==> config.mk <==
export PLATFORM = sky130hd
export DESIGN_NAME = mdsa_accel
export DESIGN_NICKNAME = d
export VERILOG_FILES = /design/src/common/mdsa_pkg.sv /design/src/rtl/mdsa_accel.sv
export VERILOG_INCLUDE_DIRS = /design/src /design/src/common
export SDC_FILE = /design/constraint.sdc
export NUM_CORES = 2
export LEC_CHECK = 0
export ABC_AREA = 1
export BUFFER_PORTS_ARGS = -buffer_cell sky130_fd_sc_hd__clkbuf_2
export CAP_MARGIN = 20
export CORE_MARGIN = 2
export CORE_UTILIZATION = 39
export DETAILED_ROUTE_END_ITERATION = 6
export MAX_ROUTING_LAYER = met4
export RECOVER_POWER = 100
export SYNTH_ARGS = -nofsm -noshare
export SYNTH_HDL_FRONTEND = slang
export SYNTH_SLANG_ARGS = --single-unit
==> constraint.sdc <==
create_clock -name hclk -period 118.8 [get_ports hclk]
set_input_delay 11.88 -clock hclk [delete_from_list [all_inputs] [get_ports hclk]]
set_output_delay 11.88 -clock hclk [all_outputs]
set_load 0.02 [all_outputs]
==> src/common/mdsa_cfg.svh <==
// Register indices, field positions, reset values and cycle counts of the accelerator
`ifndef MDSA_CFG_SVH
`define MDSA_CFG_SVH

// ****************************************************************
// Register indices (byte address is four times the index)
// ****************************************************************
`define MDSA_IDX_BYTE0   8'hF9
`define MDSA_IDX_BYTE1   8'hFA
`define MDSA_IDX_BYTE2   8'hFB
`define MDSA_IDX_BYTE3   8'hFC
`define MDSA_IDX_BYTE4   8'hFD
`define MDSA_IDX_BYTE5   8'hFE
`define MDSA_IDX_CTRL    8'hFF
`define MDSA_ADDR_W      12

// Local register numbers after decode
`define MDSA_NUM_B0      3'h0
`define MDSA_NUM_B1      3'h1
`define MDSA_NUM_B2      3'h2
`define MDSA_NUM_B3      3'h3
`define MDSA_NUM_B4      3'h4
`define MDSA_NUM_B5      3'h5
`define MDSA_NUM_CTRL    3'h6

// ****************************************************************
// Control/status fields
// ****************************************************************
`define MDSA_SEQERR_BIT  7
`define MDSA_OVF_BIT     6
`define MDSA_DIR_BIT     5
`define MDSA_SC_MSB      4
`define MDSA_SC_LSB      0
`define MDSA_RST_BYTE    8'h00
`define MDSA_RST_SC      5'h00

// ****************************************************************
// Latencies in clocks, counted from the final load write, and result limits
// ****************************************************************
`define MDSA_LAT_DIV32   5'd17
`define MDSA_LAT_DIV16   5'd9
`define MDSA_LAT_MUL     5'd10
`define MDSA_LAT_BASE    5'd3
`define MDSA_MUL_LIMIT   32'h0000_FFFF
`define MDSA_DIV0_QUOT   32'hFFFF_FFFF
`define MDSA_ZERO_LZ     5'h1F

`endif

==> src/common/mdsa_pkg.sv <==
// Types shared by the multiply/divide/shift accelerator
package mdsa_pkg;

	// Load sequence tracker: which writes have been seen since byte 0
	typedef enum logic [8:0] {
		LD_IDLE  = 9'b0_0000_0001,
		LD_0     = 9'b0_0000_0010,
		LD_01    = 9'b0_0000_0100,
		LD_012   = 9'b0_0000_1000,
		LD_0123  = 9'b0_0001_0000,
		LD_01234 = 9'b0_0010_0000,
		LD_014   = 9'b0_0100_0000,
		LD_04    = 9'b0_1000_0000,
		LD_041   = 9'b1_0000_0000
	} mdsa_load_t;

	typedef enum logic [2:0] {
		UN_LOAD = 3'b001,
		UN_RUN  = 3'b010,
		UN_READ = 3'b100
	} mdsa_unit_t;

	typedef enum logic [4:0] {
		OP_DIV32 = 5'b0_0001,
		OP_DIV16 = 5'b0_0010,
		OP_MUL   = 5'b0_0100,
		OP_NORM  = 5'b0_1000,
		OP_SHIFT = 5'b1_0000
	} mdsa_op_t;

	// Result held until the latency has run out
	typedef struct packed {
		logic [31:0] lo;
		logic [15:0] hi;
		logic [4:0]  sc;
		logic        ov;
		logic [4:0]  lat;
	} mdsa_result_t;

	// Decoded register select
	typedef struct packed {
		logic       hit;
		logic [2:0] num;
	} mdsa_sel_t;

endpackage

==> src/rtl/mdsa_accel.sv <==
// Multiply/divide/normalize/shift accelerator with an AHB-Lite register slave
`timescale 1ns/100ps
`include "mdsa_cfg.svh"

module mdsa_accel
	import mdsa_pkg::*;
(
	input  wire logic                     hclk,
	input  wire logic                     hresetn,
	input  wire logic                     hsel,
	input  wire logic [`MDSA_ADDR_W-1:0]  haddr,
	input  wire logic [1:0]               htrans,
	input  wire logic                     hwrite,
	input  wire logic [2:0]               hsize,
	input  wire logic [31:0]              hwdata,
	input  wire logic                     hready,
	output logic      [31:0]              hrdata,
	output logic                          hreadyout,
	output logic                          hresp
);

	// ****************************************************************
	// Functions
	// ****************************************************************

	function automatic mdsa_sel_t decode(input logic [`MDSA_ADDR_W-1:0] a);
		mdsa_sel_t  s;
		logic [7:0] w;
		s = '0;
		w = a[9:2];
		if (a[`MDSA_ADDR_W-1:10] == 2'b00 && a[1:0] == 2'b00 &&
			w >= `MDSA_IDX_BYTE0 && w <= `MDSA_IDX_CTRL) begin
			s.hit = 1'b1;
			s.num = 3'(w - `MDSA_IDX_BYTE0);
		end
		return s;
	endfunction

	function automatic logic [4:0] lead_zeros(input logic [31:0] v);
		logic [4:0] n;
		logic       found;
		n = 5'd0;
		found = 1'b0;
		for (int i = 31; i >= 0; i--) begin
			if (!found) begin
				if (v[i]) begin
					found = 1'b1;
				end else if (n != 5'd31) begin
					n = n + 5'd1;
				end
			end
		end
		return n;
	endfunction

	// Full result is worked out at start, then held for the documented latency
	function automatic mdsa_result_t compute(input mdsa_op_t op, input logic [31:0] a,
		input logic [15:0] b, input logic dir, input logic [4:0] sc);
		mdsa_result_t r;
		logic [31:0]  prod;
		logic [4:0]   lz;
		r = '0;
		r.hi = b;
		r.sc = sc;
		prod = 32'(a[15:0]) * 32'(b);
		lz = lead_zeros(a);
		unique case (op)
			OP_DIV32, OP_DIV16: begin
				if (b == 16'h0000) begin
					r.lo = `MDSA_DIV0_QUOT;
					r.hi = a[15:0];
					r.ov = 1'b1;
				end else begin
					r.lo = a / 32'(b);
					r.hi = 16'(a % 32'(b));
				end
				r.lat = (op == OP_DIV32) ? `MDSA_LAT_DIV32 : `MDSA_LAT_DIV16;
			end
			OP_MUL: begin
				r.lo = prod;
				r.ov = (prod > `MDSA_MUL_LIMIT);
				r.lat = `MDSA_LAT_MUL;
			end
			OP_NORM: begin
				r.lo = a << lz;
				r.sc = (a == 32'h0000_0000) ? `MDSA_ZERO_LZ : lz;
				r.ov = a[31];
				r.lat = `MDSA_LAT_BASE + 5'((6'(lz) + 6'd1) >> 1);
			end
			OP_SHIFT: begin
				r.lo = dir ? (a >> sc) : (a << sc);
				r.lat = `MDSA_LAT_BASE + (sc >> 1);
			end
		endcase
		return r;
	endfunction

	// ****************************************************************
	// State
	// ****************************************************************

	logic [7:0]   md_r [0:5];
	logic         dir_r;
	logic [4:0]   sc_r;
	logic         seqerr_r;
	logic         ovf_r;
	logic         errwin_r;
	mdsa_load_t   load_r;
	mdsa_load_t   load_nxt;
	mdsa_unit_t   unit_r;
	mdsa_op_t     op_r;
	logic [4:0]   cnt_r;
	mdsa_result_t res_r;
	mdsa_result_t res_nxt;
	mdsa_sel_t    wsel_r;
	mdsa_sel_t    rsel_r;
	logic         wpend_r;
	logic         rpend_r;
	logic [31:0]  hrdata_r;
	logic         hreadyout_r;
	logic         hresp_r;

	mdsa_sel_t    asel;
	logic         addr_take;
	logic         wr_fire;
	logic         wr_md;
	logic         wr_ctrl;
	logic         rd_fire;
	logic [7:0]   wbyte;
	logic         abort;
	logic         commit;
	logic         start;
	mdsa_op_t     start_op;
	logic [31:0]  opa;
	logic [15:0]  opb;
	logic [2:0]   last_num;
	logic         finish;
	logic [7:0]   ctrl_val;

	// ****************************************************************
	// Bus slave
	// ****************************************************************

	assign asel      = decode(haddr);
	assign addr_take = hsel && htrans[1] && hready;
	assign wbyte     = hwdata[7:0];
	assign wr_fire   = wpend_r && wsel_r.hit;
	assign wr_md     = wr_fire && (wsel_r.num != `MDSA_NUM_CTRL);
	assign wr_ctrl   = wr_fire && (wsel_r.num == `MDSA_NUM_CTRL);
	assign rd_fire   = rpend_r && rsel_r.hit;
	assign ctrl_val  = {seqerr_r, ovf_r, dir_r, sc_r};

	// Reads take one wait state so a write just before them has already landed
	always_ff @(posedge hclk or negedge hresetn) begin
		if (!hresetn) begin
			wpend_r     <= 1'b0;
			rpend_r     <= 1'b0;
			wsel_r      <= '0;
			rsel_r      <= '0;
			hreadyout_r <= 1'b1;
			hresp_r     <= 1'b0;
		end else begin
			wpend_r     <= addr_take && hwrite;
			rpend_r     <= addr_take && !hwrite;
			wsel_r      <= asel;
			rsel_r      <= asel;
			hreadyout_r <= !(addr_take && !hwrite);
			hresp_r     <= 1'b0;
		end
	end

	// Unmapped reads return zero; narrow sizes are served as whole words
	always_ff @(posedge hclk or negedge hresetn) begin
		if (!hresetn) begin
			hrdata_r <= 32'h0000_0000;
		end else if (rpend_r) begin
			if (!rsel_r.hit) begin
				hrdata_r <= 32'h0000_0000;
			end else if (rsel_r.num == `MDSA_NUM_CTRL) begin
				hrdata_r <= {24'h00_0000, ctrl_val};
			end else begin
				hrdata_r <= {24'h00_0000, md_r[rsel_r.num]};
			end
		end
	end

	assign hrdata    = hrdata_r;
	assign hreadyout = hreadyout_r;
	assign hresp     = hresp_r;

	// ****************************************************************
	// Load sequence tracking
	// ****************************************************************

	always_comb begin
		load_nxt = load_r;
		if (wr_md) begin
			load_nxt = LD_IDLE;
			if (wsel_r.num == `MDSA_NUM_B0) begin
				load_nxt = LD_0;
			end else begin
				unique case (load_r)
					LD_0:    if (wsel_r.num == `MDSA_NUM_B1) load_nxt = LD_01;
						else if (wsel_r.num == `MDSA_NUM_B4) load_nxt = LD_04;
					LD_01:   if (wsel_r.num == `MDSA_NUM_B2) load_nxt = LD_012;
						else if (wsel_r.num == `MDSA_NUM_B4) load_nxt = LD_014;
					LD_012:  if (wsel_r.num == `MDSA_NUM_B3) load_nxt = LD_0123;
					LD_0123: if (wsel_r.num == `MDSA_NUM_B4) load_nxt = LD_01234;
					LD_04:   if (wsel_r.num == `MDSA_NUM_B1) load_nxt = LD_041;
					default: load_nxt = LD_IDLE;
				endcase
			end
		end else if (start) begin
			load_nxt = LD_IDLE;
		end
	end

	always_ff @(posedge hclk or negedge hresetn) begin
		if (!hresetn) begin
			load_r <= LD_IDLE;
		end else begin
			load_r <= load_nxt;
		end
	end

	// ****************************************************************
	// Start decode and operands
	// ****************************************************************

	always_comb begin
		start    = 1'b0;
		start_op = OP_SHIFT;
		if (wr_md && wsel_r.num == `MDSA_NUM_B5 && unit_r != UN_RUN) begin
			unique case (load_r)
				LD_01234: begin start = 1'b1; start_op = OP_DIV32; end
				LD_014:   begin start = 1'b1; start_op = OP_DIV16; end
				LD_041:   begin start = 1'b1; start_op = OP_MUL;   end
				default:  start = 1'b0;
			endcase
		end else if (wr_ctrl && load_r == LD_0123 && unit_r != UN_RUN) begin
			start    = 1'b1;
			start_op = (wbyte[`MDSA_SC_MSB:`MDSA_SC_LSB] == 5'h00) ? OP_NORM : OP_SHIFT;
		end
	end

	// The starting write itself is folded into the operands
	always_comb begin
		opa = {md_r[3], md_r[2], md_r[1], md_r[0]};
		opb = (wr_md && wsel_r.num == `MDSA_NUM_B5) ? {wbyte, md_r[4]} : {md_r[5], md_r[4]};
		if (start_op == OP_DIV16) begin
			opa = {16'h0000, md_r[1], md_r[0]};
		end
		res_nxt = compute(start_op, opa, opb, wbyte[`MDSA_DIR_BIT],
			wbyte[`MDSA_SC_MSB:`MDSA_SC_LSB]);
	end

	// ****************************************************************
	// Execution sequencer
	// ****************************************************************

	assign abort    = wr_md && (unit_r == UN_RUN);
	assign commit   = (unit_r == UN_RUN) && (cnt_r == 5'd1) && !wr_md;
	assign last_num = (op_r == OP_DIV32 || op_r == OP_DIV16) ? `MDSA_NUM_B5 : `MDSA_NUM_B3;
	assign finish   = rd_fire && (unit_r == UN_READ) && (rsel_r.num == last_num);

	always_ff @(posedge hclk or negedge hresetn) begin
		if (!hresetn) begin
			unit_r <= UN_LOAD;
			op_r   <= OP_SHIFT;
			cnt_r  <= 5'd0;
			res_r  <= '0;
		end else begin
			unique case (unit_r)
				UN_LOAD, UN_READ: begin
					if (start) begin
						unit_r <= UN_RUN;
						op_r   <= start_op;
						cnt_r  <= res_nxt.lat;
						res_r  <= res_nxt;
					end else if (finish) begin
						unit_r <= UN_LOAD;
					end else if (wr_md && wsel_r.num == `MDSA_NUM_B0) begin
						unit_r <= UN_LOAD;
					end
				end
				UN_RUN: begin
					if (abort) begin
						unit_r <= UN_LOAD;
					end else if (commit) begin
						unit_r <= UN_READ;
					end else begin
						cnt_r <= cnt_r - 5'd1;
					end
				end
			endcase
		end
	end

	// ****************************************************************
	// Data bytes
	// ****************************************************************

	always_ff @(posedge hclk or negedge hresetn) begin
		if (!hresetn) begin
			for (int i = 0; i < 6; i++) begin
				md_r[i] <= `MDSA_RST_BYTE;
			end
		end else if (wr_md) begin
			md_r[wsel_r.num] <= wbyte;
		end else if (commit) begin
			{md_r[3], md_r[2], md_r[1], md_r[0]} <= res_r.lo;
			{md_r[5], md_r[4]} <= res_r.hi;
		end
	end

	// ****************************************************************
	// Control/status register
	// ****************************************************************

	// Direction and count are frozen while running so the result stays consistent
	always_ff @(posedge hclk or negedge hresetn) begin
		if (!hresetn) begin
			dir_r <= 1'b0;
			sc_r  <= `MDSA_RST_SC;
		end else if (wr_ctrl && unit_r != UN_RUN) begin
			dir_r <= wbyte[`MDSA_DIR_BIT];
			sc_r  <= wbyte[`MDSA_SC_MSB:`MDSA_SC_LSB];
		end else if (commit && (op_r == OP_NORM || op_r == OP_SHIFT)) begin
			// Divide and multiply keep the count; their start byte is no count
			sc_r <= res_r.sc;
		end
	end

	always_ff @(posedge hclk or negedge hresetn) begin
		if (!hresetn) begin
			ovf_r <= 1'b0;
		end else if (start) begin
			ovf_r <= 1'b0;
		end else if (commit) begin
			ovf_r <= res_r.ov;
		end
	end

	// Window flag remembers a violation until the window closes
	always_ff @(posedge hclk or negedge hresetn) begin
		if (!hresetn) begin
			errwin_r <= 1'b0;
		end else if (abort) begin
			errwin_r <= 1'b1;
		end else if (wr_md && wsel_r.num == `MDSA_NUM_B0) begin
			errwin_r <= 1'b0;
		end
	end

	// A set in the same cycle as a clearing read wins
	always_ff @(posedge hclk or negedge hresetn) begin
		if (!hresetn) begin
			seqerr_r <= 1'b0;
		end else if (abort) begin
			seqerr_r <= 1'b1;
		end else if (rd_fire && rsel_r.num == `MDSA_NUM_CTRL) begin
			seqerr_r <= 1'b0;
		end else if (finish) begin
			seqerr_r <= errwin_r;
		end
	end

endmodule // mdsa_accel

---- After elaboration in Yosys (flattened, before gate mapping) ----
Cells that the tools add are included.
Widths: inputs -> output; s select.
storage, ports and cells
  input bits .............................. 54
  output and inout bits ................... 34
  word-level logic and storage cells ...... 403
  register bits after elaboration ......... 172
cells by class
  reduce and logical (&&, ||, !) cells .... 48
  $add $sub $neg .......................... 36
  equality and inequality tests ........... 66
  shift operators ......................... 3
  order comparisons ....................... 5
  divide/modulo/power cells ............... 2
  $mul .................................... 1
  mux-type cells .......................... 216
  bitwise operators ....................... 1
operators by type and width
  kind                  number
  $mux 5                105
  $add 5x1->5 const B   31
  $ne 5x5->1 const B    31
  $mux 48               3
  $pmux 32 s4           1
  $mux 32               3
  $mux 1                73
  $shl 32x5->32         2
  $bwmux 48             1
  $mux 8                6
  $pmux 9 s5            1
  $mux 9                4
  $div 32x16->32        1
  $gt 32x16->1 const B  1
  $logic_not 32->1      1
  $mod 32x16->32        1
  $mul 16x16->32        1
  $mux 16               2
  $shr 32x5->32         1
  $logic_and 1x1->1     25
  $bmux 8 s3            1
  $demux 8 s3           1
  $pmux 5 s4            1
  $mux 3                6
  other kinds (50)      75

---- Logic depth before layout (Yosys ltp) ----
  depth after elaboration ................. 138
  mapped depth ............................ 699

---- Least setup slack after synthesis ----
Ideal clock, no wire load.
  kind .................................... input to register
  start ................................... input hwdata[5]
  end ..................................... register res_r[18] (netlist bit)
  required time ........................... 118.683 ns
  stages on the path ...................... 667
  path slack .............................. 16.998 ns
  arrival time ............................ 101.685 ns
  path through ............................ inv_1 -> nor2_4 -> a21oi_4 -> nand2_4 -> nor2_4 -> nand2_2 -> nor2_4 -> nand2_4 -> nor2_4 -> o21ai_2 -> o21ai_2 -> inv_1 -> ha_1 -> o21a_1 -> nor2_1 -> nor2_2 -> nand2_1 -> o21ai_1 -> (+631 left out) -> nand2_1 -> nand3_1 -> nand2_1 -> nand3_1 -> nand2_1 -> o211ai_1 -> a21oi_1 -> o21ai_0 -> nand2_4 -> nor2_8 -> nand2_2 -> nor2_4 -> nand2_4 -> buf_6 -> nand3_2 -> nand3_1 -> nand2_1 -> nand2_1
on the way
  longest elaborated chain between the ends .. 4
  elaborated cells on any way between the ends .. 5
  classes of those cells .................. 1 x div; 3 x mux; 1 x reduce/logical
ends and longest elaborated chain
  item                                                       line                                source
  start, declared                                            mdsa_accel.sv:15                    input wire logic [31:0] hwdata,
  $mux 16 *                                                  mdsa_accel.sv:249                   opb = (wr_md && wsel_r.num == `MDSA_NUM_B5) ? {wbyte, md_r[4]} : {md_r[5], md_r[4]};
  $mod 32x16->32 / $logic_not 16->1 (equally long branches)  mdsa_accel.sv:75, mdsa_accel.sv:69
  $mux 48 *                                                  mdsa_accel.sv:69                    if (b == 16'h0000) begin
  $mux 16 *                                                  mdsa_accel.sv:67                    unique case (op)
  end signal, assigned                                       mdsa_accel.sv:279                   res_r <= res_nxt;
  end, declared                                              mdsa_accel.sv:113                   mdsa_result_t res_r;
Mark *: on every way between the ends. The rest lies on a longest branch, timed or not.
A chain may end at the register's enable or synchronous reset.

---- Worst setup path after layout ----
  start ................................... input hwdata[5]
  end ..................................... register res_r[26] (netlist bit)
The elaborated chain is that of the path after synthesis.

==> flow_summary_export.csv <==
group,metric,value,unit
sta,setup_viol,0,
power_and_ir_drop,power_density,14.3,nW/um^2
worst_setup_path,endpoint_kind,"flop",
placed_design,gp_congestion,1.03,
outcome,violations,"capacitance limit, slew limit",
sta,worst_clock_skew,0.0142,ns
placed_design,port_buffers,34,
yosys,synth_flop_cell,"dfrtp_1",
grt,overflow,0,
detailed_routing,first_pass_iters,6,
sta,max_freq,9.30,MHz
worst_setup_path,rrSetupSlack,22.08,ns
die,die_w,363,um
sta,drv_slew,682,
grt,track_usage,0.265,
die,die_h,363,um
detailed_routing,vias_per_cell,5.45,
sta,max_slew_margin,-1.84,
cts,cts_tree,"done",
cells_and_area,drive_gt1_frac,0.0963,
detailed_routing,num_vias,51715,
worst_setup_path,rr_startpoint,"rsel_r[1]$_DFF_PN0_",
cts,clock-sinks,148,
yosys,ys_warn_count,0,
detailed_routing,ant_nets,0,
worst_setup_path,cp_num_cells,629,
worst_setup_path,crit_top_cell,"inv_1",
worst_setup_path,crit_arrival,107.80,ns
yosys,yosysSeqAreaShare,0.0738,
die,pin_count,88,
sta,hold_viol_final,0,
detailed_routing,drt_iter0_markers,3842,
yosys,ys_async_sr_fraction,1.00,
placed_design,dp.cells,9403,
worst_setup_path,rr_worst_depth,629,
worst_setup_path,crit_path_end,"res_r[26]$_DFFE_PN0P_",
placed_design,postPlaceCellArea,51100,sq um
worst_setup_path,critPathSlowestCell,"fa_1",
outcome,outcome,"complete, but fails checks",
worst_setup_path,start_kind,"input pin",
detailed_routing,routed_wirelength,174000,um
cts,clockBufferDepth,2,
min_path,hold_path_class,"reg -> reg",
cts,insertion_delay,0.44,ns
worst_setup_path,startpoint,"hwdata[5]",
min_path,holdPathStages,2,
cts,hold_buffers,0,
grt,grt_pass1_wl,271000,um
cts,htree_levels,4,
yosys,post_synth_instance_area,50300,sq um
detailed_routing,post_drt_wl_per_cell,18.3,um
yosys,syn_area_per_cell,6.37,sq um
worst_setup_path,worst-setup-path-type,"in -> reg",
die,dieArea,132000,sq um
yosys,synthCells,7893,
grt,grt_max_degree,78,
yosys,synthDistinctLibCells,96,
worst_setup_path,timing.critical_path.buf_inv,151,
placed_design,place_hpwl,135000,um
sta,worst_pin_slew,4.26,ns
cells_and_area,area_delta_synth_final,3.57,%
cells_and_area,finalInstanceArea,52100,sq um
power_and_ir_drop,power.leakage,28.2,nW
job,maxCapViolations,16,
sta,min_period,107.47,ns
worst_setup_path,cp_top_family,"compound AO/OA/AOI/OAI gates",
yosys,ys_seq_elements,148,
cells_and_area,final_net_count,8590,
worst_setup_path,slowest_delay,0.50,ns
detailed_routing,drcViolationCount,0,
cts,clk_pin_slew,0.06,ns
die,core,128000,sq um
grt,antenna_found_initial,9,
yosys,synth_edf_count,0,
sta,period_share,0.905,
worst_setup_path,crit_fanout,30,
worst_setup_path,required,119.12,ns
cts,cts_buffers,17,
power_and_ir_drop,max-vdd-ir-drop,18.9,uV
cts,root_buffer,"clkbuf_16",
die,start_util,0.394,
grt,grt_pass1_vias,48755,
cells_and_area,fin_cells,9492,
worst_setup_path,worst_r2r_endpoint,"res_r[26]$_DFFE_PN0P_",
die,rows,131,
layer usage:
layer  vias to the layer above  global-route usage  part of all wire
met2                      1420               0.429              0.45
met4                         0              0.0884             0.037
met3                       323              0.0334             0.067
met1                     24332               0.340              0.45
li1                      25640                   -                 -
met5                         -                   -                 0
cell families (layout without fill, tap and decap cells):
group / Yosys count / count (layout) / share of synthesized area
adder cells (fa/ha/maj): 730 / 730 / 0.211
buffers and inverters: 1530 / 1428 / 0.136
XOR/XNOR: 354 / 354 / 0.0617
multiplexers: 16 / 16 / 0.00326
AND/OR/NAND/NOR: 3664 / 3668 / 0.345
AO/OA/AOI/OAI: 1450 / 1450 / 0.169
other: 1 / 36 / 0.0000746
flip-flops: 148 / 148 / 0.0738
worst register-to-register path, delay by kind of cell, from the launching register on:
kind / cells / cell delay [ns]
DFF: 1 / 0.47
muxes: 1 / 0.20
buffers and inverters: 152 / 14.53
and+or+nand+nor: 196 / 24.60
AOI/OAI and AO/OA: 248 / 46.36
adders and majority gates: 32 / 10.33
registers in the layout, indices dropped and copies added, names as in the netlist, 4 cells and up:
signal and cells:
res_r 54, load_r 9, sc_r 5, cnt_r 5, md_r 48, rsel_r 4
op_r 5, hrdata 8
cells in the mapped netlist, types with 50 or more instances:
cell / n / area share
nand2_1: 1921 / 0.14
inv_1: 1145 / 0.085
nand3_1: 539 / 0.054
ha_1: 535 / 0.13
o21ai_0: 529 / 0.053
nor2_1: 520 / 0.039
a21oi_1: 452 / 0.045
xor2_1: 242 / 0.042
fa_1: 195 / 0.078
dfrtp_1: 144 / 0.072
nand4_1: 137 / 0.017
nand2_2: 135 / 0.017
clkbuf_1: 131 / 0.0098
xnor2_1: 112 / 0.020
nand3_2: 87 / 0.017
o221ai_1: 57 / 0.0099
clkbuf_8: 56 / 0.015
nor2_2: 56 / 0.0070
nand2_4: 53 / 0.012
nor3_1: 50 / 0.0050
o21ai_1: 50 / 0.0050
per-stage QoR:
| stage | TNS, ns | worst slack, ns | power [mW] | hold slack [ns] | util |
|---|---|---|---|---|---|
| 6_report | 0 | 11.33 | 0.747 | 0.484 | 0.408 |
| 5_1_grt | -0.714 | -0.126 | 0.827 | 0.495 | 0.408 |
| 4_1_cts | 0 | 3.57 | 0.736 | 0.483 | 0.405 |
| 3_5_place_dp | 0 | 3.38 | 0.677 | 0.467 | 0.400 |
| 3_3_place_gp | 0 | 5.58 | 0.668 | 0.463 | 0.400 |
| 2_1_floorplan | 0 | 17.00 | 0.554 | 0.449 | - |
layout by cell type, fill, tap and decap left out, drive strengths merged, types with 39 or more instances in the layout:
cell type and instances:
nor2 618, nor3 55, xor2 242, dfrtp 144
a21o 48, or2 46, buf 98, ha 535
fa 195, xnor2 112, o21bai 45, o211ai 40
o22ai 39, a21oi 474, nand3 648, o21ai 607
clkinv 50, nand4 146, nand2 2113, clkbuf 69
inv 1192, o221ai 57
final cells by class:
type                    count  area [sq um]
clock inverters            13           160
well taps                1662          2080
repair inverters            6          32.5
repair buffers            149           963
inverters                1241          4780
multi-input cells        6243         39900
fillers                 13787         75600
clock buffers              19           453
diodes                     11          27.5
flip-flops and latches    148          3710
how the worst min path moves through the flow:
| stage | startpoint | slack [ns] | endpoint |
|---|---|---|---|
| floorplan | res_r[24]$_DFFE_PN0P_ | 0.45 | res_r[24]$_DFFE_PN0P_ |
| global placement | res_r[41]$_DFFE_PN0P_ | 0.46 | res_r[41]$_DFFE_PN0P_ |
| detailed placement | res_r[36]$_DFFE_PN0P_ | 0.47 | res_r[36]$_DFFE_PN0P_ |
| CTS | res_r[36]$_DFFE_PN0P_ | 0.48 | res_r[36]$_DFFE_PN0P_ |
| global route | res_r[44]$_DFFE_PN0P_ | 0.50 | res_r[44]$_DFFE_PN0P_ |
| finish | res_r[36]$_DFFE_PN0P_ | 0.48 | res_r[36]$_DFFE_PN0P_ |
power breakdown:
| part | switching [mW] | internal [mW] |
|---|---|---|
| clock | 0.0245 | 0.0329 |
| combinational | 0.428 | 0.209 |
| sequential | 0.000894 | 0.0516 |
| total | 0.454 | 0.293 |
timing repair:
action	CTS	global route
resized for setup	0	52
setup endpoints to repair	0	19
buffers inserted	0	35
Power figures use the tool's default switching activity.
